File: config.mk
export PLATFORM = sky130hd
export DESIGN_NAME = rsq_qualifiers
export DESIGN_NICKNAME = d
export VERILOG_FILES = /design/src/core/rsq_pkg.sv /design/src/core/rsq_qualifiers.sv /design/src/core/rsq_preamble_quality.sv /design/src/core/rsq_carrier_detect.sv
export SDC_FILE = /design/constraint.sdc
export NUM_CORES = 1
export LEC_CHECK = 0
export BUFFER_PORTS_ARGS = -buffer_cell sky130_fd_sc_hd__buf_4
export CAP_MARGIN = 10
export CORE_ASPECT_RATIO = 2
export CORE_MARGIN = 4
export CORE_UTILIZATION = 42
export DETAILED_ROUTE_END_ITERATION = 8
export GPL_TIMING_DRIVEN = 0
export PLACE_DENSITY = 0.54
export SYNTH_ARGS = -nofsm -noshare
export SYNTH_HDL_FRONTEND = slang
export SYNTH_SLANG_ARGS = --single-unit
File: constraint.sdc
create_clock -name mclk -period 16.45 [get_ports mclk]
set_input_delay 1.645 -clock mclk [delete_from_list [all_inputs] [get_ports mclk]]
set_output_delay 1.645 -clock mclk [all_outputs]
set_load 0.03 [all_outputs]
File: src/core/rsq_pkg.sv
// Purpose: Shared constants and carriers for the receive signal qualifiers
// Assumes: 8-bit register port, 20 MHz mclk
// Notes:   Signal strength values are two's complement, half-dB per LSB
package rsq_pkg;
	// ----------------------------------------
	// Register offsets
	// ----------------------------------------
	localparam logic [5:0] ADDR_MODEM_B   = 6'h00;
	localparam logic [5:0] ADDR_PKT_B     = 6'h01;
	localparam logic [5:0] ADDR_GAIN_A    = 6'h02;
	localparam logic [5:0] ADDR_GAIN_B    = 6'h03;
	localparam logic [5:0] ADDR_GAIN_C    = 6'h04;
	localparam logic [5:0] ADDR_PIN_CFG   = 6'h05;
	localparam logic [5:0] ADDR_SYNC_HI   = 6'h06;
	localparam logic [5:0] ADDR_SYNC_LO   = 6'h07;
	localparam logic [5:0] ADDR_RSSI      = 6'h08;
	localparam logic [5:0] ADDR_PKT_STAT  = 6'h09;
	// ----------------------------------------
	// Reset values and field positions
	// ----------------------------------------
	localparam logic [7:0] RST_MODEM_B    = 8'h02;
	localparam logic [7:0] RST_PKT_B      = 8'h04;
	localparam logic [7:0] RST_GAIN_A     = 8'h01;
	localparam logic [7:0] RST_GAIN_B     = 8'h00;
	localparam logic [7:0] RST_GAIN_C     = 8'hc3;
	localparam logic [7:0] RST_PIN_CFG    = 8'h00;
	localparam logic [7:0] RST_SYNC_HI    = 8'hd3;
	localparam logic [7:0] RST_SYNC_LO    = 8'h91;
	localparam int STAT_CS_BIT   = 6;
	localparam int STAT_PQ_BIT   = 5;
	localparam int STAT_SYNC_BIT = 3;
	localparam int STAT_PIN_BIT  = 0;
	localparam int PKT_TRAILER_BIT = 2;
	localparam logic [5:0] PIN_SEL_PQ = 6'h08;
	localparam logic [5:0] PIN_SEL_CS = 6'h0e;
	localparam logic [3:0] ABS_OFF_OFF = 4'h8;
	// ----------------------------------------
	// Counts and threshold arithmetic (half-dB units)
	// ----------------------------------------
	localparam int PQ_STEP_UP   = 1;
	localparam int PQ_STEP_DOWN = 8;
	localparam int PQ_THR_SCALE = 4;
	localparam int PQ_CNT_MAX   = 255;
	localparam int RSSI_DEC_BASE = 8;
	localparam int THR_BASE_HDB  = -200;
	localparam int FRONT_STEP_HDB = 6;
	localparam int DIG_STEP_HDB   = 12;
	localparam int GOAL_STEP_HDB  = 4;
	localparam int GOAL_DEFAULT   = 3;
	localparam int OFF_STEP_HDB   = 2;
	localparam int HYST_HDB       = 4;
	localparam int REL_6DB_HDB    = 12;
	localparam int REL_10DB_HDB   = 20;
	localparam int REL_14DB_HDB   = 28;
	// ----------------------------------------
	// Carriers
	// ----------------------------------------
	typedef struct packed {
		logic [3:0] carrier_absolute_offset;
		logic [1:0] carrier_step_level;
		logic [2:0] front_gain_ceiling;
		logic [1:0] digital_gain_ceiling;
		logic [2:0] demod_level_goal;
	} rsq_cs_cfg_t;
	typedef struct packed {
		logic       bit_value;
		logic       bit_valid;
		logic [7:0] level;
		logic       filter_tick;
	} rsq_front_t;
endpackage

File: src/core/rsq_qualifiers.sv
// Purpose: Receive signal qualifiers: sync gating, preamble quality, carrier, RSSI
// Assumes: Front end and host port are on mclk; rx_enter pulses on RX entry
// Notes:   Unmapped reads return zero, unmapped writes are dropped
//
// Our own choices: the register offsets and strobed register access.
`timescale 1ns/1ps
module rsq_qualifiers (
	// Clock and reset
	input  wire logic               mclk,
	input  wire logic               rst,
	// Register port
	input  wire logic [5:0]         reg_addr,
	input  wire logic [7:0]         reg_wdata,
	input  wire logic               reg_wr,
	input  wire logic               reg_rd,
	output logic [7:0]              reg_rdata,
	// Radio front end and receive control
	input  wire rsq_pkg::rsq_front_t front,
	input  wire logic               rx_active,
	input  wire logic               rx_enter,
	input  wire logic               trailer_req,
	// Qualifier results
	output logic                    payload_gate,
	output logic                    sync_pulse,
	output logic                    carrier_detect,
	output logic                    general_output_pin,
	output logic [7:0]              trailer_byte,
	output logic                    trailer_valid
);
	// ----------------------------------------
	// Configuration registers
	// ----------------------------------------
	logic [7:0] modem_config_reg_b;
	logic [7:0] packet_control_reg_b;
	logic [7:0] gain_control_reg_a;
	logic [7:0] gain_control_reg_b;
	logic [7:0] gain_control_reg_c;
	logic [7:0] output_pin_config_reg;
	logic [7:0] sync_hi_reg;
	logic [7:0] sync_lo_reg;

	wire wr_modem = reg_wr && (reg_addr == rsq_pkg::ADDR_MODEM_B);
	wire wr_pkt   = reg_wr && (reg_addr == rsq_pkg::ADDR_PKT_B);
	wire wr_gain_a = reg_wr && (reg_addr == rsq_pkg::ADDR_GAIN_A);
	wire wr_gain_b = reg_wr && (reg_addr == rsq_pkg::ADDR_GAIN_B);
	wire wr_gain_c = reg_wr && (reg_addr == rsq_pkg::ADDR_GAIN_C);
	wire wr_pin   = reg_wr && (reg_addr == rsq_pkg::ADDR_PIN_CFG);
	wire wr_sync_hi = reg_wr && (reg_addr == rsq_pkg::ADDR_SYNC_HI);
	wire wr_sync_lo = reg_wr && (reg_addr == rsq_pkg::ADDR_SYNC_LO);

	always_ff @(posedge mclk) begin
		if (rst) begin
			modem_config_reg_b    <= rsq_pkg::RST_MODEM_B;
			packet_control_reg_b  <= rsq_pkg::RST_PKT_B;
			gain_control_reg_a    <= rsq_pkg::RST_GAIN_A;
			gain_control_reg_b    <= rsq_pkg::RST_GAIN_B;
			gain_control_reg_c    <= rsq_pkg::RST_GAIN_C;
			output_pin_config_reg <= rsq_pkg::RST_PIN_CFG;
			sync_hi_reg           <= rsq_pkg::RST_SYNC_HI;
			sync_lo_reg           <= rsq_pkg::RST_SYNC_LO;
		end else begin
			if (wr_modem) begin
				modem_config_reg_b <= reg_wdata;
			end
			if (wr_pkt) begin
				packet_control_reg_b <= reg_wdata;
			end
			if (wr_gain_a) begin
				gain_control_reg_a <= reg_wdata;
			end
			if (wr_gain_b) begin
				gain_control_reg_b <= reg_wdata;
			end
			if (wr_gain_c) begin
				gain_control_reg_c <= reg_wdata;
			end
			if (wr_pin) begin
				output_pin_config_reg <= reg_wdata;
			end
			if (wr_sync_hi) begin
				sync_hi_reg <= reg_wdata;
			end
			if (wr_sync_lo) begin
				sync_lo_reg <= reg_wdata;
			end
		end
	end

	// ----------------------------------------
	// Field extraction
	// ----------------------------------------
	wire [2:0]  sync_mode     = modem_config_reg_b[2:0];
	wire [1:0]  match_kind    = sync_mode[1:0];
	wire        needs_carrier = sync_mode[2];
	wire        sync_enabled  = match_kind != 2'h0;
	wire [2:0]  preamble_quality_threshold = packet_control_reg_b[7:5];
	wire        status_trailer_enable = packet_control_reg_b[rsq_pkg::PKT_TRAILER_BIT];
	wire [1:0]  filter_length = gain_control_reg_a[1:0];
	wire [5:0]  output_pin_select = output_pin_config_reg[5:0];
	wire [15:0] sync_word = {sync_hi_reg, sync_lo_reg};

	rsq_pkg::rsq_cs_cfg_t cs_cfg;
	assign cs_cfg.carrier_absolute_offset = gain_control_reg_b[3:0];
	assign cs_cfg.carrier_step_level      = gain_control_reg_b[5:4];
	assign cs_cfg.front_gain_ceiling      = gain_control_reg_c[5:3];
	assign cs_cfg.digital_gain_ceiling    = gain_control_reg_c[7:6];
	assign cs_cfg.demod_level_goal        = gain_control_reg_c[2:0];

	// ----------------------------------------
	// Signal strength sampling
	// ----------------------------------------
	// Filter ticks arrive at twice the channel bandwidth; decimate by 8 << length
	logic [6:0] dec_cnt_reg;
	logic       sample_en_reg;
	logic [7:0] sample_reg;
	wire  [6:0] dec_last = 7'((rsq_pkg::RSSI_DEC_BASE << filter_length) - 1);

	always_ff @(posedge mclk) begin
		if (rst || rx_enter) begin
			dec_cnt_reg   <= 7'h00;
			sample_en_reg <= 1'b0;
			sample_reg    <= 8'h00;
		end else begin
			sample_en_reg <= 1'b0;
			if (front.filter_tick) begin
				if (dec_cnt_reg >= dec_last) begin
					dec_cnt_reg   <= 7'h00;
					sample_en_reg <= 1'b1;
					sample_reg    <= front.level;
				end else begin
					dec_cnt_reg <= dec_cnt_reg + 7'h01;
				end
			end
		end
	end

	// ----------------------------------------
	// Preamble quality and carrier detect
	// ----------------------------------------
	logic pq_ok;
	logic carrier;

	rsq_preamble_quality u_pq (
		.mclk       (mclk),
		.rst        (rst),
		.restart    (rx_enter),
		.threshold  (preamble_quality_threshold),
		.bit_value  (front.bit_value),
		.bit_valid  (front.bit_valid && rx_active),
		.quality_ok (pq_ok)
	);

	rsq_carrier_detect u_cs (
		.mclk      (mclk),
		.rst       (rst),
		.cfg       (cs_cfg),
		.sample_en (sample_en_reg && rx_active),
		.rssi      (sample_reg),
		.carrier   (carrier)
	);

	// ----------------------------------------
	// Sync word search
	// ----------------------------------------
	logic [31:0] shift_reg;
	logic [5:0]  bits_seen_reg;
	logic        fresh_reg;
	logic        sync_found_reg;

	function automatic logic [5:0] ones(input logic [31:0] v);
		logic [5:0] n;
		n = 6'h00;
		for (int i = 0; i < 32; i++) begin
			n = n + 6'(v[i]);
		end
		return n;
	endfunction

	wire [5:0] err16 = ones({16'h0000, shift_reg[15:0] ^ sync_word});
	wire [5:0] err32 = ones(shift_reg ^ {sync_word, sync_word});
	// Match tolerance per mode
	wire match_ok = (match_kind == 2'h1) ? (bits_seen_reg >= 6'd16 && err16 <= 6'd1) :
		(match_kind == 2'h2) ? (bits_seen_reg >= 6'd16 && err16 == 6'd0) :
		(match_kind == 2'h3) ? (bits_seen_reg >= 6'd32 && err32 <= 6'd2) : 1'b0;
	// Carrier gates search in modes 1xx
	wire carrier_ok = !needs_carrier || carrier;
	// Zero threshold turns quality gating off
	wire quality_ok = (preamble_quality_threshold == 3'h0) || pq_ok;
	wire search_on  = rx_active && sync_enabled && carrier_ok && !sync_found_reg;
	wire sync_hit   = search_on && fresh_reg && match_ok && quality_ok;

	always_ff @(posedge mclk) begin
		if (rst || rx_enter) begin
			shift_reg     <= 32'h0000_0000;
			bits_seen_reg <= 6'h00;
			fresh_reg     <= 1'b0;
		end else begin
			fresh_reg <= front.bit_valid && rx_active;
			if (front.bit_valid && rx_active) begin
				shift_reg <= {shift_reg[30:0], front.bit_value};
				if (bits_seen_reg != 6'd32) bits_seen_reg <= bits_seen_reg + 6'h01;
			end
		end
	end

	always_ff @(posedge mclk) begin
		if (rst || rx_enter) begin
			sync_found_reg <= 1'b0;
			sync_pulse     <= 1'b0;
		end else begin
			sync_pulse <= sync_hit;
			if (sync_hit) sync_found_reg <= 1'b1;
		end
	end

	// ----------------------------------------
	// Payload gate
	// ----------------------------------------
	// Without a sync word, data flows; modes 1xx still want the carrier
	// Closed on receive entry: the found flag of the last packet is still set then
	wire gate_next = rx_active && !rx_enter &&
		(sync_enabled ? (sync_found_reg || sync_hit) : carrier_ok);

	always_ff @(posedge mclk) begin
		if (rst) begin
			payload_gate <= 1'b0;
		end else begin
			payload_gate <= gate_next;
		end
	end

	// ----------------------------------------
	// Signal strength readout and trailer
	// ----------------------------------------
	// Frozen once sync is found so the reading matches the packet
	logic [7:0] rssi_reg;
	logic [7:0] rssi_sync_reg;
	wire freeze = sync_enabled && sync_found_reg;

	always_ff @(posedge mclk) begin
		if (rst) begin
			rssi_reg      <= 8'h00;
			rssi_sync_reg <= 8'h00;
		end else begin
			// Held at the hit as well, so readout and trailer carry the same value
			if (rx_active && sample_en_reg && !freeze && !sync_hit) begin
				rssi_reg <= sample_reg;
			end
			if (sync_hit) rssi_sync_reg <= rssi_reg;
		end
	end

	always_ff @(posedge mclk) begin
		if (rst) begin
			trailer_byte  <= 8'h00;
			trailer_valid <= 1'b0;
		end else begin
			trailer_valid <= trailer_req && status_trailer_enable;
			if (trailer_req && status_trailer_enable) trailer_byte <= rssi_sync_reg;
		end
	end

	// ----------------------------------------
	// Status outputs and general output pin
	// ----------------------------------------
	// One cycle late against the detectors, in exchange for glitch-free pins
	wire pin_next = (output_pin_select == rsq_pkg::PIN_SEL_PQ) ? pq_ok :
		(output_pin_select == rsq_pkg::PIN_SEL_CS) ? carrier : 1'b0;

	always_ff @(posedge mclk) begin
		if (rst) begin
			carrier_detect     <= 1'b0;
			general_output_pin <= 1'b0;
		end else begin
			carrier_detect     <= carrier;
			general_output_pin <= pin_next;
		end
	end

	logic [7:0] packet_status_reg;
	always_comb begin
		packet_status_reg = 8'h00;
		packet_status_reg[rsq_pkg::STAT_CS_BIT]   = carrier;
		packet_status_reg[rsq_pkg::STAT_PQ_BIT]   = pq_ok;
		packet_status_reg[rsq_pkg::STAT_SYNC_BIT] = sync_found_reg;
		packet_status_reg[rsq_pkg::STAT_PIN_BIT]  = general_output_pin;
	end

	// ----------------------------------------
	// Read path
	// ----------------------------------------
	logic [7:0] rd_mux;
	always_comb begin
		rd_mux = 8'h00;
		if (reg_addr == rsq_pkg::ADDR_MODEM_B) begin
			rd_mux = modem_config_reg_b;
		end else if (reg_addr == rsq_pkg::ADDR_PKT_B) begin
			rd_mux = packet_control_reg_b;
		end else if (reg_addr == rsq_pkg::ADDR_GAIN_A) begin
			rd_mux = gain_control_reg_a;
		end else if (reg_addr == rsq_pkg::ADDR_GAIN_B) begin
			rd_mux = gain_control_reg_b;
		end else if (reg_addr == rsq_pkg::ADDR_GAIN_C) begin
			rd_mux = gain_control_reg_c;
		end else if (reg_addr == rsq_pkg::ADDR_PIN_CFG) begin
			rd_mux = output_pin_config_reg;
		end else if (reg_addr == rsq_pkg::ADDR_SYNC_HI) begin
			rd_mux = sync_hi_reg;
		end else if (reg_addr == rsq_pkg::ADDR_SYNC_LO) begin
			rd_mux = sync_lo_reg;
		end else if (reg_addr == rsq_pkg::ADDR_RSSI) begin
			rd_mux = rssi_reg;
		end else if (reg_addr == rsq_pkg::ADDR_PKT_STAT) begin
			rd_mux = packet_status_reg;
		end
	end

	always_ff @(posedge mclk) begin
		if (rst) begin
			reg_rdata <= 8'h00;
		end else if (reg_rd) begin
			reg_rdata <= rd_mux;
		end else begin
			reg_rdata <= 8'h00;
		end
	end
endmodule

File: src/core/rsq_preamble_quality.sv
// Purpose: Preamble quality estimator
// Assumes: Demodulated bits arrive on mclk with a valid strobe
// Notes:   Counter saturates at both ends
`timescale 1ns/1ps
module rsq_preamble_quality (
	// Clock and reset
	input  wire logic       mclk,
	input  wire logic       rst,
	// Control
	input  wire logic       restart,
	input  wire logic [2:0] threshold,
	// Bit stream
	input  wire logic       bit_value,
	input  wire logic       bit_valid,
	// Result
	output logic            quality_ok
);
	logic [7:0] count_reg;
	logic [7:0] count_next;
	logic       prev_reg;
	logic       have_prev_reg;
	logic       toggled;
	logic [7:0] limit;

	assign toggled = have_prev_reg && (bit_value != prev_reg);
	assign limit   = 8'(rsq_pkg::PQ_THR_SCALE * int'(threshold));
	// Up one on a change, down eight on a repeat
	assign count_next = toggled ?
		((count_reg == 8'(rsq_pkg::PQ_CNT_MAX)) ? count_reg :
			count_reg + 8'(rsq_pkg::PQ_STEP_UP)) :
		((count_reg < 8'(rsq_pkg::PQ_STEP_DOWN)) ? 8'h00 :
			count_reg - 8'(rsq_pkg::PQ_STEP_DOWN));

	always_ff @(posedge mclk) begin
		if (rst || restart) begin
			count_reg     <= 8'h00;
			prev_reg      <= 1'b0;
			have_prev_reg <= 1'b0;
		end else if (bit_valid) begin
			count_reg     <= have_prev_reg ? count_next : count_reg;
			prev_reg      <= bit_value;
			have_prev_reg <= 1'b1;
		end
	end

	// Quality reached once the count exceeds four times the threshold
	always_ff @(posedge mclk) begin
		if (rst || restart) begin
			quality_ok <= 1'b0;
		end else begin
			quality_ok <= count_reg > limit;
		end
	end
endmodule

File: src/core/rsq_carrier_detect.sv
// Purpose: Carrier detect from absolute and relative signal strength
// Assumes: One signal strength sample per sample_en pulse
// Notes:   Threshold model is linear in each gain field, tunable in the package
`timescale 1ns/1ps
module rsq_carrier_detect (
	// Clock and reset
	input  wire logic                 mclk,
	input  wire logic                 rst,
	// Configuration
	input  wire rsq_pkg::rsq_cs_cfg_t cfg,
	// Samples
	input  wire logic                 sample_en,
	input  wire logic [7:0]           rssi,
	// Result
	output logic                      carrier
);
	logic signed [9:0] thr;
	logic signed [9:0] level;
	logic signed [9:0] prev;
	logic signed [9:0] step;
	logic [7:0]        prev_reg;
	logic              have_prev_reg;
	logic              abs_reg;
	logic              rel_reg;
	logic              abs_en;
	logic              rel_en;

	// Lower gain ceilings raise the threshold; offset moves it +-7 dB
	assign thr = signed'(10'(rsq_pkg::THR_BASE_HDB
		+ rsq_pkg::FRONT_STEP_HDB * (7 - int'(cfg.front_gain_ceiling))
		+ rsq_pkg::DIG_STEP_HDB * (3 - int'(cfg.digital_gain_ceiling))
		+ rsq_pkg::GOAL_STEP_HDB * (int'(cfg.demod_level_goal) - rsq_pkg::GOAL_DEFAULT)
		+ rsq_pkg::OFF_STEP_HDB * int'($signed(cfg.carrier_absolute_offset))));
	assign abs_en = cfg.carrier_absolute_offset != rsq_pkg::ABS_OFF_OFF;
	assign level  = 10'(signed'(rssi));
	assign prev   = 10'(signed'(prev_reg));
	// Step of 6, 10 or 14 dB, or off
	assign rel_en = cfg.carrier_step_level != 2'h0;
	assign step = (cfg.carrier_step_level == 2'h1) ? 10'(rsq_pkg::REL_6DB_HDB) :
		(cfg.carrier_step_level == 2'h2) ? 10'(rsq_pkg::REL_10DB_HDB) :
		10'(rsq_pkg::REL_14DB_HDB);

	always_ff @(posedge mclk) begin
		if (rst) begin
			abs_reg       <= 1'b0;
			rel_reg       <= 1'b0;
			prev_reg      <= 8'h00;
			have_prev_reg <= 1'b0;
		end else if (sample_en) begin
			prev_reg      <= rssi;
			have_prev_reg <= 1'b1;
			// Set above threshold, clear below threshold minus hysteresis, or at once when abs_en is low (offset 8)
			if (!abs_en) begin
				abs_reg <= 1'b0;
			end else if (level > thr) begin
				abs_reg <= 1'b1;
			end else if (level < thr - 10'(rsq_pkg::HYST_HDB)) begin
				abs_reg <= 1'b0;
			end
			// Rise by step sets, fall by step clears
			if (!rel_en) begin
				rel_reg <= 1'b0;
			end else if (have_prev_reg && (level - prev >= step)) begin
				rel_reg <= 1'b1;
			end else if (have_prev_reg && (prev - level >= step)) begin
				rel_reg <= 1'b0;
			end
		end
	end

	assign carrier = abs_reg || rel_reg;
endmodule

==> results of run 1 <==
[final cells by class]
type	count	area, sq um	share of cell area
Buffer	56	230	0.0192
Clock buffer	19	453	0.0377
Clock inverter	13	188	0.0156
Inverter	92	345	0.0288
Multi-Input combinational cell	898	6460	0.539
Sequential cell	178	3560	0.297
Tap cell	336	420	0.0350
Timing Repair Buffer	45	338	0.0281
[stage by stage]
step / instance area, sq um / total power [mW] / hold WS [ns] / instances
after detailed placement: 11400 / 0.552 / 0.451 / 1605
final: 12000 / 0.989 / 0.460 / 1637
after global routing: 12000 / 1.03 / 0.477 / 1637
after CTS: 12000 / 1.00 / 0.462 / 1637
after global placement: 11400 / 0.551 / 0.447 / 1605
after floorplan: 10600 / 0.517 / 0.414 / 1224
[kinds of logic (layout without fill, tap and decap cells)]
group / after synthesis / in the layout / share of synthesized area
AO/OA/AOI/OAI: 232 / 232 / 0.140
adder cells (fa/ha/maj): 126 / 126 / 0.177
multiplexers: 72 / 72 / 0.0680
buffers and inverters: 148 / 225 / 0.0543
XOR/XNOR: 66 / 66 / 0.0545
flip-flops: 178 / 178 / 0.336
AND/OR/NAND/NOR: 402 / 402 / 0.171
[worst paths after layout]
check                                 from            endpoint  cells after the start  slack (ns)
setup / recovery            sync_lo_reg[3]        payload_gate                     20        9.97
hold / removal    output_pin_config_reg[3]  general_output_pin                      2        0.46
setup reg to reg            sync_lo_reg[3]        payload_gate                     20        9.97
hold reg to reg   output_pin_config_reg[3]  general_output_pin                      2        0.46
[Yosys cell counts, drive strengths merged, types with 4 or more instances]
library cell | count | area (sq um)
a211o | 15 | 131
a21o | 8 | 60.1
a21oi | 105 | 529
a22oi | 5 | 37.5
and2 | 8 | 52.6
and3 | 9 | 57.6
buf | 17 | 83.8
clkbuf | 39 | 146
dfxtp | 178 | 3560
fa | 40 | 801
ha | 86 | 1080
inv | 92 | 345
mux2i | 72 | 721
nand2 | 151 | 569
nand2b | 7 | 43.8
nand3 | 39 | 200
nand4 | 8 | 50.1
nor2 | 121 | 459
nor2b | 24 | 150
nor3 | 16 | 80.1
nor4 | 5 | 37.5
o21a | 7 | 52.6
o21ai | 40 | 211
o21bai | 4 | 30.0
o221ai | 7 | 61.3
xnor2 | 42 | 368
xor2 | 24 | 210
[routing by layer]
metal | vias up | GRT usage | part of all wire
met4 | 0 | 0.140 | 0.060
li1 | 4275 | - | -
met1 | 4153 | 0.215 | 0.33
met2 | 212 | 0.476 | 0.58
met3 | 81 | 0.0314 | 0.032
met5 | - | 0 | 0
[power by group through the flow]
stage / registers, mW / clock network [mW] / logic (mW)
2_1_floorplan: 0.444 / 0 / 0.0729
3_3_place_gp: 0.444 / 0 / 0.107
3_5_place_dp: 0.444 / 0 / 0.108
4_1_cts: 0.434 / 0.457 / 0.109
5_1_grt: 0.434 / 0.474 / 0.121
6_report: 0.434 / 0.447 / 0.108
[worst max-delay path: stages, from the launching register on]
cell and delay (ns):
dfxtp_1 0.59, xnor2_1 0.20, fa_1 0.48, fa_1 0.54
inv_1 0.05, fa_1 0.50, inv_1 0.08, fa_1 0.47
fa_1 0.52, inv_1 0.05, fa_1 0.48, ha_1 0.16
inv_1 0.06, fa_1 0.38, a211o_1 0.31, a2111oi_4 0.36
o2bb2ai_2 0.24, and2_2 0.22, buf_6 0.16, nor3_1 0.06
a311oi_1 0.43
[placed cells by master, fill, tap and decap left out, types with 4 or more instances in the layout]
cell         n
a211o_1     15
a21o_1       8
a21oi_1    104
a22oi_1      5
and2_1       5
and3_1       8
buf_1        6
buf_2       10
buf_4       45
clkbuf_1    39
clkbuf_16   17
dfxtp_1    178
fa_1        40
ha_1        86
inv_1       91
inv_8        5
mux2i_1     72
nand2_1    150
nand2b_1     7
nand3_1     38
nand4_1      8
nor2_1     119
nor2b_1     24
nor3_1      16
nor4_1       4
o21a_1       7
o21ai_0     38
o21bai_1     4
o221ai_1     7
xnor2_1     42
xor2_1      24
==> results_dict.tcl, run 1 <==
set metrics [dict create \
    cts_setup_buffers 0 \
    wirelength_mm 32.1 \
    synth_edf_count 0 \
    cp.arrival_ns 6.79 \
    place_ws_ns 9.91 \
    portBuffers 45 \
    path_class "flop to flop" \
    dr_total_vias 8721 \
    leakage_nw 4.88 \
    clock_path_buffers 2 \
    yosysWarnings 0 \
    antenna_found_initial 0 \
    cts_resized 0 \
    ys.flop_type "dfxtp_1" \
    syn_area_sq_um 10600 \
    seq_area_frac_synth 0.336 \
    area_growth_pct 13.2 \
    outcome "finished clean" \
    h-tree-depth 4 \
    setup_viol_count_final 0 \
    gp_congestion 0.914 \
    synth_nets 1382 \
    largest_register_ffs 32 \
    crit_fanout 9 \
    worst_clock_skew_ns 0.0130 \
    ys_types 71 \
    core_area_sq_um 24900 \
    fin_crit_sh 0.394 \
    ios 53 \
    cts_tree "built" \
    period_minus_slack_ns 6.48 \
    viasPerCell 5.33 \
    wl_per_cell_microns 19.6 \
    ant_nets 0 \
    power.density_nw_per_um2 82.4 \
    cap_violations 0 \
    p_comb_frac 0.109 \
    cts_root_buffer "clkbuf_16" \
    final_layout_size_suffix_gt1_frac 0.0830 \
    vdd.ir_drop.worst_mv 0.0637 \
    clk_pin_slew_ns 0.07 \
    grt_setup_unrepaired "no" \
    fillers 2504 \
    cp-start-kind "flop" \
    remaining_drc_errors 0 \
    hpwl_mm 26.0 \
    fmax_ghz 0.154 \
    synthArstFlopShare 0 \
    required_ns 16.76 \
    dr.first_iter.drc_count 358 \
    clkPwrFrac 0.452 \
    p_int_uw 726 \
    antenna_cells 0 \
    layout_setup_ws_ns 9.97 \
    synthCells 1224 \
    grt_max_degree 18 \
    relSlewSlack 0.286 \
    cts_inserted_buffers 17 \
    p_switching_uw 263 \
    grt_overflow_total 0 \
    initial_core_util 0.425 \
    die_x_microns 120 \
    grt_pass1_wl_mm 49.6 \
    cts_sinks 178 \
    report.final.slew_viol_count 0 \
    grt_usage 0.236 \
    syn_area_per_cell_sq_um 8.66 \
    ys_ff_latch 178 \
    clkLatencyLatePin_ns 0.46 \
    seq_power_share 0.439 \
    hold_class "flop to flop" \
    final.setup.tns_ns 0 \
    first_global_vias 8823 \
    die_area_sq_um 28000 \
    std_cell_rows 82 \
    final_util 0.481 \
    fin_nets 1446 \
    tightestPinTransition_ns 1.06 \
    switching_share 0.266 \
    finalHoldViolCount 0 \
    cts_hold_buf 0 \
    drt_pass1_iterations 5 \
    end_kind "flop" \
    die_h_microns 233 \
]
No activity file was read; power rests on OpenSTA's default activity.
==> inputs of run 2 (changes only) <==
- ABC_AREA: unset -> 1
- PLACE_DENSITY: 0.54 -> 0.56
- clock period: 16.45 -> 5.4 ns (I/O delays scaled with it)
==> run 2 against run 1 <==
Synthesized area up 0.70%. Highest routed layer unchanged. Worst setup slack worse by 10 ns. Critical endpoint is now rssi_reg[4]. Global-route usage rose by 0.41 points. Largest power group is now sequential cells. Count of clock-buffer cells in the layout is 2 higher. Synthesized cell count grew 15%. Die area up 0.66%. Largest cell class unchanged. Sequential power grew to 3.1 times the previous value. Worst hold slack got worse by 0.16 ns. Final cell count grew 12%. The flow now finishes with violations (setup timing).
==> results_dict.tcl, run 2 <==
set metrics [dict create \
    critPathLaunch "shift_reg[27]" \
    cts_sinks 178 \
    cp-start-kind "flop" \
    syn_area_sq_um 10700 \
    violations "setup timing" \
    gp_congestion 0.888 \
    crit_fanout 5 \
    yosysWarnings 0 \
    required_ns 5.74 \
    ys_types 45 \
    synthArstFlopShare 0 \
    yosys.area.top_type_share 0.334 \
    critPathMaxStageDelay_ns 0.58 \
    setup_viol_count_final 18 \
    remaining_drc_errors 0 \
    core_area_sq_um 25000 \
    tightestPinTransition_ns 1.06 \
    synth_top_family_by_area "simple AND/OR/NAND/NOR gates" \
    cp.arrival_ns 6.04 \
    fin_nets 1642 \
    fillers 2618 \
    std_cell_rows 82 \
    vdd.ir_drop.worst_mv 0.165 \
    grt_setup_unrepaired "yes" \
    outcome "finished, violations left" \
    design_area_sq_um 12400 \
    first_global_vias 9583 \
    synth_top_cell_by_area "dfxtp_1" \
    synthXorXnorAreaFrac 0.0459 \
    die_area_sq_um 28200 \
    layout_setup_ws_ns -0.295 \
    yosysMostFrequentCell "nand2_1" \
    cts_tree "built" \
    clock_path_buffers 2 \
    ios 53 \
    synthCells 1411 \
    synth.area.top_cells "dfxtp_1, ha_1, nand2_1, fa_1, nor2_1" \
    worstPathCellList "xnor2_4 -> fa_1 -> fa_1 -> inv_2 -> fa_1 -> inv_2 -> fa_1 -> fa_1 -> inv_1 -> fa_1 -> ha_2 -> inv_2 -> fa_1 -> nor2_2 -> nor4_4 -> o2111ai_2 -> nand2_2 -> nand3_4 -> buf_6 -> a21oi_1 -> nor2_1" \
    drt_pass1_iterations 5 \
    die_h_microns 233 \
    relSlewSlack 0.294 \
    ys_ff_latch 178 \
    synth_edf_count 0 \
    cts_inserted_buffers 17 \
    muxShareOfSynthArea 0 \
    cap_violations 0 \
    dr.first_iter.drc_count 427 \
    crit_path_frequent_cell "fa_1" \
    grt_overflow_total 0 \
    syn_area_per_cell_sq_um 7.57 \
    cts_hold_buf 0 \
    grt_usage 0.240 \
    initial_core_util 0.427 \
    hp-start "front[3]" \
    ant_nets 0 \
    cp_slowest_cell "fa_1" \
    placed_area_sq_um 11400 \
    fin_crit_sh 1.05 \
    grt_pass1_wl_mm 51.1 \
    wirelength_mm 32.4 \
    report.final.slew_viol_count 0 \
    fmax_ghz 0.176 \
    clkLatencyLatePin_ns 0.45 \
    path_class "flop to flop" \
    area_growth_pct 15.7 \
    antenna_cells 0 \
    antenna_found_initial 0 \
    layout_commonest_cell "nand2_1" \
    largest_register_ffs 32 \
    leakage_nw 5.50 \
    dr_total_vias 9330 \
    power.density_nw_per_um2 269 \
    seq_area_frac_synth 0.334 \
    r2r_start "shift_reg[27]" \
    finalHoldViolCount 0 \
    total_power_mw 3.32 \
    ys.flop_type "dfxtp_1" \
    cts_root_buffer "clkbuf_16" \
    worst_clock_skew_ns 0.00880 \
    hold_class "input port to flop" \
    synth_nets 1569 \
    synthSimpleGateAreaFrac 0.217 \
    final_layout_size_suffix_gt1_frac 0.124 \
    hpwl_mm 26.3 \
    most-common-layout-cells "nand2_1, nor2_1, inv_1" \
    viasPerCell 5.10 \
    h-tree-depth 4 \
    die_x_microns 121 \
    synth_common_cells "nand2_1, nor2_1, dfxtp_1" \
    period_minus_slack_ns 5.70 \
    wl_per_cell_microns 17.7 \
    clk_pin_slew_ns 0.07 \
    synth_compound_area_frac 0.143 \
    grt_max_degree 17 \
    yosys.area_share.adder 0.176 \
    end_kind "flop" \
    portBuffers 44 \
]
## run 2: report_power, final
group / leakage, nW / internal (mW) / total (mW) / switching [mW]
Combinational: 3.76 / 0.274 / 0.685 / 0.411
Sequential: 1.44 / 1.33 / 1.34 / 0.0137
Clock: 0.291 / 0.759 / 1.29 / 0.536
## run 2: area by class of cell
type / instances / area (sq um) / area share
clock buffer: 21 / 470 / 0.0381
inverter: 190 / 716 / 0.0579
buffer: 40 / 189 / 0.0153
tap: 336 / 420 / 0.0340
clock inverter: 8 / 129 / 0.0104
timing repair buffer: 54 / 424 / 0.0343
multi-input combinational: 1003 / 6410 / 0.519
sequential: 178 / 3590 / 0.291
## run 2: per-layer routing
| layer | up-vias | GRT usage | wire length (microns) | share of wire |
|---|---|---|---|---|
| met4 | 0 | 0.154 | 2200 | 0.068 |
| met5 | - | 0 | 0 | 0 |
| met2 | 187 | 0.470 | 18200 | 0.56 |
| met1 | 4344 | 0.222 | 11100 | 0.34 |
| li1 | 4707 | - | - | - |
| met3 | 92 | 0.0383 | 921 | 0.028 |
## run 2: kinds of logic (layout without fill, tap and decap cells)
logic type                 count (synthesis)  count (layout)
and+or+nand+nor                          534             534
buffers and inverters                    230             313
AOI/OAI and AO/OA                        287             287
adders and majority gates                126             126
DFF                                      178             178
xor gates and xnor gates                  56              56
## run 2: timing repair
action                     in CTS  in global routing
setup endpoints to repair      19                 20
gates cloned                    2                  0
buffers inserted                6                  3
pin swaps                      18                 12
resized for setup              53                 23
## run 2: critical path: cells and delay by family (launching register included)
kind                       cells  cell delay (ns)
xor gates and xnor gates       1             0.14
adders and majority gates      8             3.81
AOI/OAI and AO/OA              2             0.29
and+or+nand+nor                5             0.59
buffers and inverters          5             0.39
DFF                            1             0.37
## run 2: worst paths after layout
kind / end / slack (ns) / cells after the start
setup / recovery: rssi_reg[4] / -0.30 / 21
hold reg to reg: rssi_sync_reg[6] / 0.47 / 2
hold / removal: sample_reg[2] / 0.30 / 3
setup reg to reg: rssi_reg[4] / -0.30 / 21
## run 2: through the flow
stage               hold WS, ns   util  setup slack [ns]  std cells  setup TNS [ns]
floorplan                 0.439      -             0.115       1411               0
global placement          0.453  0.457            -0.844       1791          -13.88
detailed placement        0.464  0.457            -0.893       1791          -14.87
CTS                       0.279  0.489            -0.404       1828           -6.21
global route              0.306  0.494            -0.445       1830           -6.53
finish                    0.297  0.494            -0.295       1830           -3.82
==> inputs of run 3 (changes only) <==
- BUFFER_PORTS_ARGS: -buffer_cell sky130_fd_sc_hd__buf_4 -> unset
- DONT_BUFFER_PORTS: unset -> 1
- PLACE_DENSITY: 0.56 -> 0.55
==> run 3 against run 2 <==
Non-clock buffer count is 43 lower. Final cell count shrank 2.2%. Global-route usage is 0.33 points lower. Core utilization is 1.6 points lower. Clock skew down 0.00068 ns. Clock power about the same. Count of clock-buffer cells in the layout fell by 3. The flow still finishes with violations (setup timing). Maximum frequency increased by 0.42%. Power decreased by 0.34%. Cell area shrank 3.2%. Register-to-register slack improved by 0.02 ns.
==> results_dict.tcl, run 3 (synthesis gave the netlist of run 2 again) <==
set metrics [dict create \
    p_switching_uw 978 \
    hold_depth 2 \
    setup_viol_count_final 19 \
    fmax_ghz 0.176 \
    cp_num_buf_inv 5 \
    wl_per_cell_microns 18.1 \
    grt_setup_unrepaired "yes" \
    area_growth_pct 12.1 \
    wirelength_mm 32.4 \
    period_minus_slack_ns 5.67 \
    hold_class "input port to flop" \
    leakage_nw 5.25 \
    design_area_sq_um 12000 \
    clk_pin_slew_ns 0.07 \
    worst_clock_skew_ns 0.00811 \
    clkLatencyLatePin_ns 0.45 \
    ios 53 \
    fillers 2574 \
    die_area_sq_um 28200 \
    dp_cells 1747 \
    largest_register_ffs 32 \
    power.density_nw_per_um2 276 \
    first_global_vias 9296 \
    dr.first_iter.drc_count 465 \
    grt_max_degree 17 \
    grt_overflow_total 0 \
    clkPwrFrac 0.398 \
    cap_violations 0 \
    cp.depth 21 \
    seq_power_share 0.407 \
    path_class "flop to flop" \
    hpwl_mm 26.3 \
    antenna_found_initial 0 \
    p_comb_frac 0.194 \
    cts_tree "built" \
    crit_fanout 6 \
    layout_setup_ws_ns -0.271 \
    violations "setup timing" \
    finalHoldViolCount 0 \
    cp_slowest_cell "fa_1" \
    vdd.ir_drop.worst_mv 0.208 \
    clock_path_buffers 2 \
    drt_pass1_iterations 5 \
    most-common-layout-cells "nand2_1, nor2_1, inv_1" \
    ant_nets 0 \
    p_int_mw 2.33 \
    cts_root_buffer "clkbuf_16" \
    outcome "finished, violations left" \
    cpLargestDelayFamily "adder cells" \
    std_cell_rows 82 \
    fin_nets 1599 \
    antenna_cells 0 \
    relSlewSlack 0.347 \
    end_kind "flop" \
    cts_inserted_buffers 17 \
    cp.arrival_ns 6.01 \
    critPathLaunch "shift_reg[21]" \
    portBuffers 0 \
    r2r_end "rssi_reg[1]" \
    h-tree-depth 4 \
    crit_path_frequent_cell "fa_1" \
    dr_total_vias 9272 \
    critPathMaxStageDelay_ns 0.54 \
    initial_core_util 0.427 \
    r2r_start "shift_reg[21]" \
    gp_congestion 0.898 \
    tightestPinTransition_ns 0.971 \
    fin_crit_sh 1.05 \
    final_layout_size_suffix_gt1_frac 0.0915 \
    grt_pass1_wl_mm 50.3 \
    total_power_mw 3.31 \
    report.final.slew_viol_count 0 \
    stdcell_count 1790 \
    place_ws_ns -0.795 \
    grt_usage 0.236 \
    worstPathCellList "xnor2_2 -> fa_1 -> fa_1 -> inv_1 -> fa_1 -> inv_1 -> fa_1 -> fa_1 -> inv_2 -> fa_1 -> ha_2 -> inv_1 -> fa_1 -> nor2_1 -> nor4_2 -> o2111ai_1 -> nand2_2 -> nand3_4 -> buf_6 -> a21oi_1 -> nor2_1" \
    placed_area_sq_um 11100 \
    switching_share 0.296 \
    reg2reg_slack_ns -0.27 \
    layout_commonest_cell "nand2_1" \
    core_area_sq_um 25000 \
    die_h_microns 233 \
    remaining_drc_errors 0 \
    cts_sinks 178 \
    cts_hold_buf 0 \
    endpoint "rssi_reg[1]" \
    die_x_microns 121 \
    ff2ff_path_depth 21 \
    required_ns 5.74 \
    viasPerCell 5.18 \
    cp-start-kind "flop" \
]
-- run 3: cell types whose count changed in the layout (fill, tap and decap cells not counted), sizes merged --
cell | before | now
clkbuf | 47 | 44
buf | 68 | 25
clkinv | 6 | 10
inv | 188 | 191
clkinvlp | 1 | 0
-- run 3: what timing repair did --
item | 4_1_cts | 5_1_grt
setup buffers | 8 | 1
gates resized for setup | 46 | 10
pin swaps | 10 | 6
cloned | 2 | 0
endpoints found under the setup margin | 19 | 20
-- run 3: power groups by stage --
| stage | combinational [mW] | sequential, mW | clock (mW) |
|---|---|---|---|
| final | 0.643 | 1.35 | 1.32 |
| after global routing | 0.739 | 1.35 | 1.39 |
| after CTS | 0.642 | 1.35 | 1.34 |
| after detailed placement | 0.629 | 1.38 | 0 |
| after global placement | 0.612 | 1.38 | 0 |
| after floorplan | 0.462 | 1.37 | 0 |
-- run 3: metal layers --
| metal | GRT usage | vias up | part of all wire | wire, microns |
|---|---|---|---|---|
| met3 | 0.0448 | 90 | 0.036 | 1160 |
| met2 | 0.475 | 205 | 0.58 | 18700 |
| met1 | 0.212 | 4350 | 0.33 | 10600 |
| met5 | 0 | - | 0 | 0 |
| met4 | 0.137 | 0 | 0.059 | 1900 |
| li1 | - | 4627 | - | - |
-- run 3: layout make-up --
class	count	area [sq um]	area share
Sequential cell	178	3590	0.300
Tap cell	336	420	0.0351
Inverter	190	716	0.0598
Buffer	40	189	0.0158
Multi-Input combinational cell	1003	6330	0.529
Clock inverter	14	175	0.0146
Timing Repair Buffer	11	101	0.00847
Clock buffer	18	439	0.0367
-- run 3: how the worst min path moves through the flow --
stage                       from          endpoint  slack, ns
global route            front[1]     sample_reg[0]       0.19
global placement    u_cs.abs_reg      u_cs.abs_reg       0.46
finish                  front[3]     sample_reg[2]       0.21
detailed placement  u_cs.abs_reg      u_cs.abs_reg       0.46
floorplan            rssi_reg[7]  rssi_sync_reg[7]       0.44
CTS                     front[3]     sample_reg[2]       0.19
-- run 3: stage by stage --
stage | hold WS (ns) | TNS (ns) | util
floorplan | 0.439 | 0 | -
global placement | 0.458 | -11.96 | 0.443
detailed placement | 0.458 | -12.73 | 0.443
CTS | 0.193 | -5.50 | 0.476
global route | 0.194 | -6.55 | 0.478
finish | 0.206 | -3.59 | 0.478
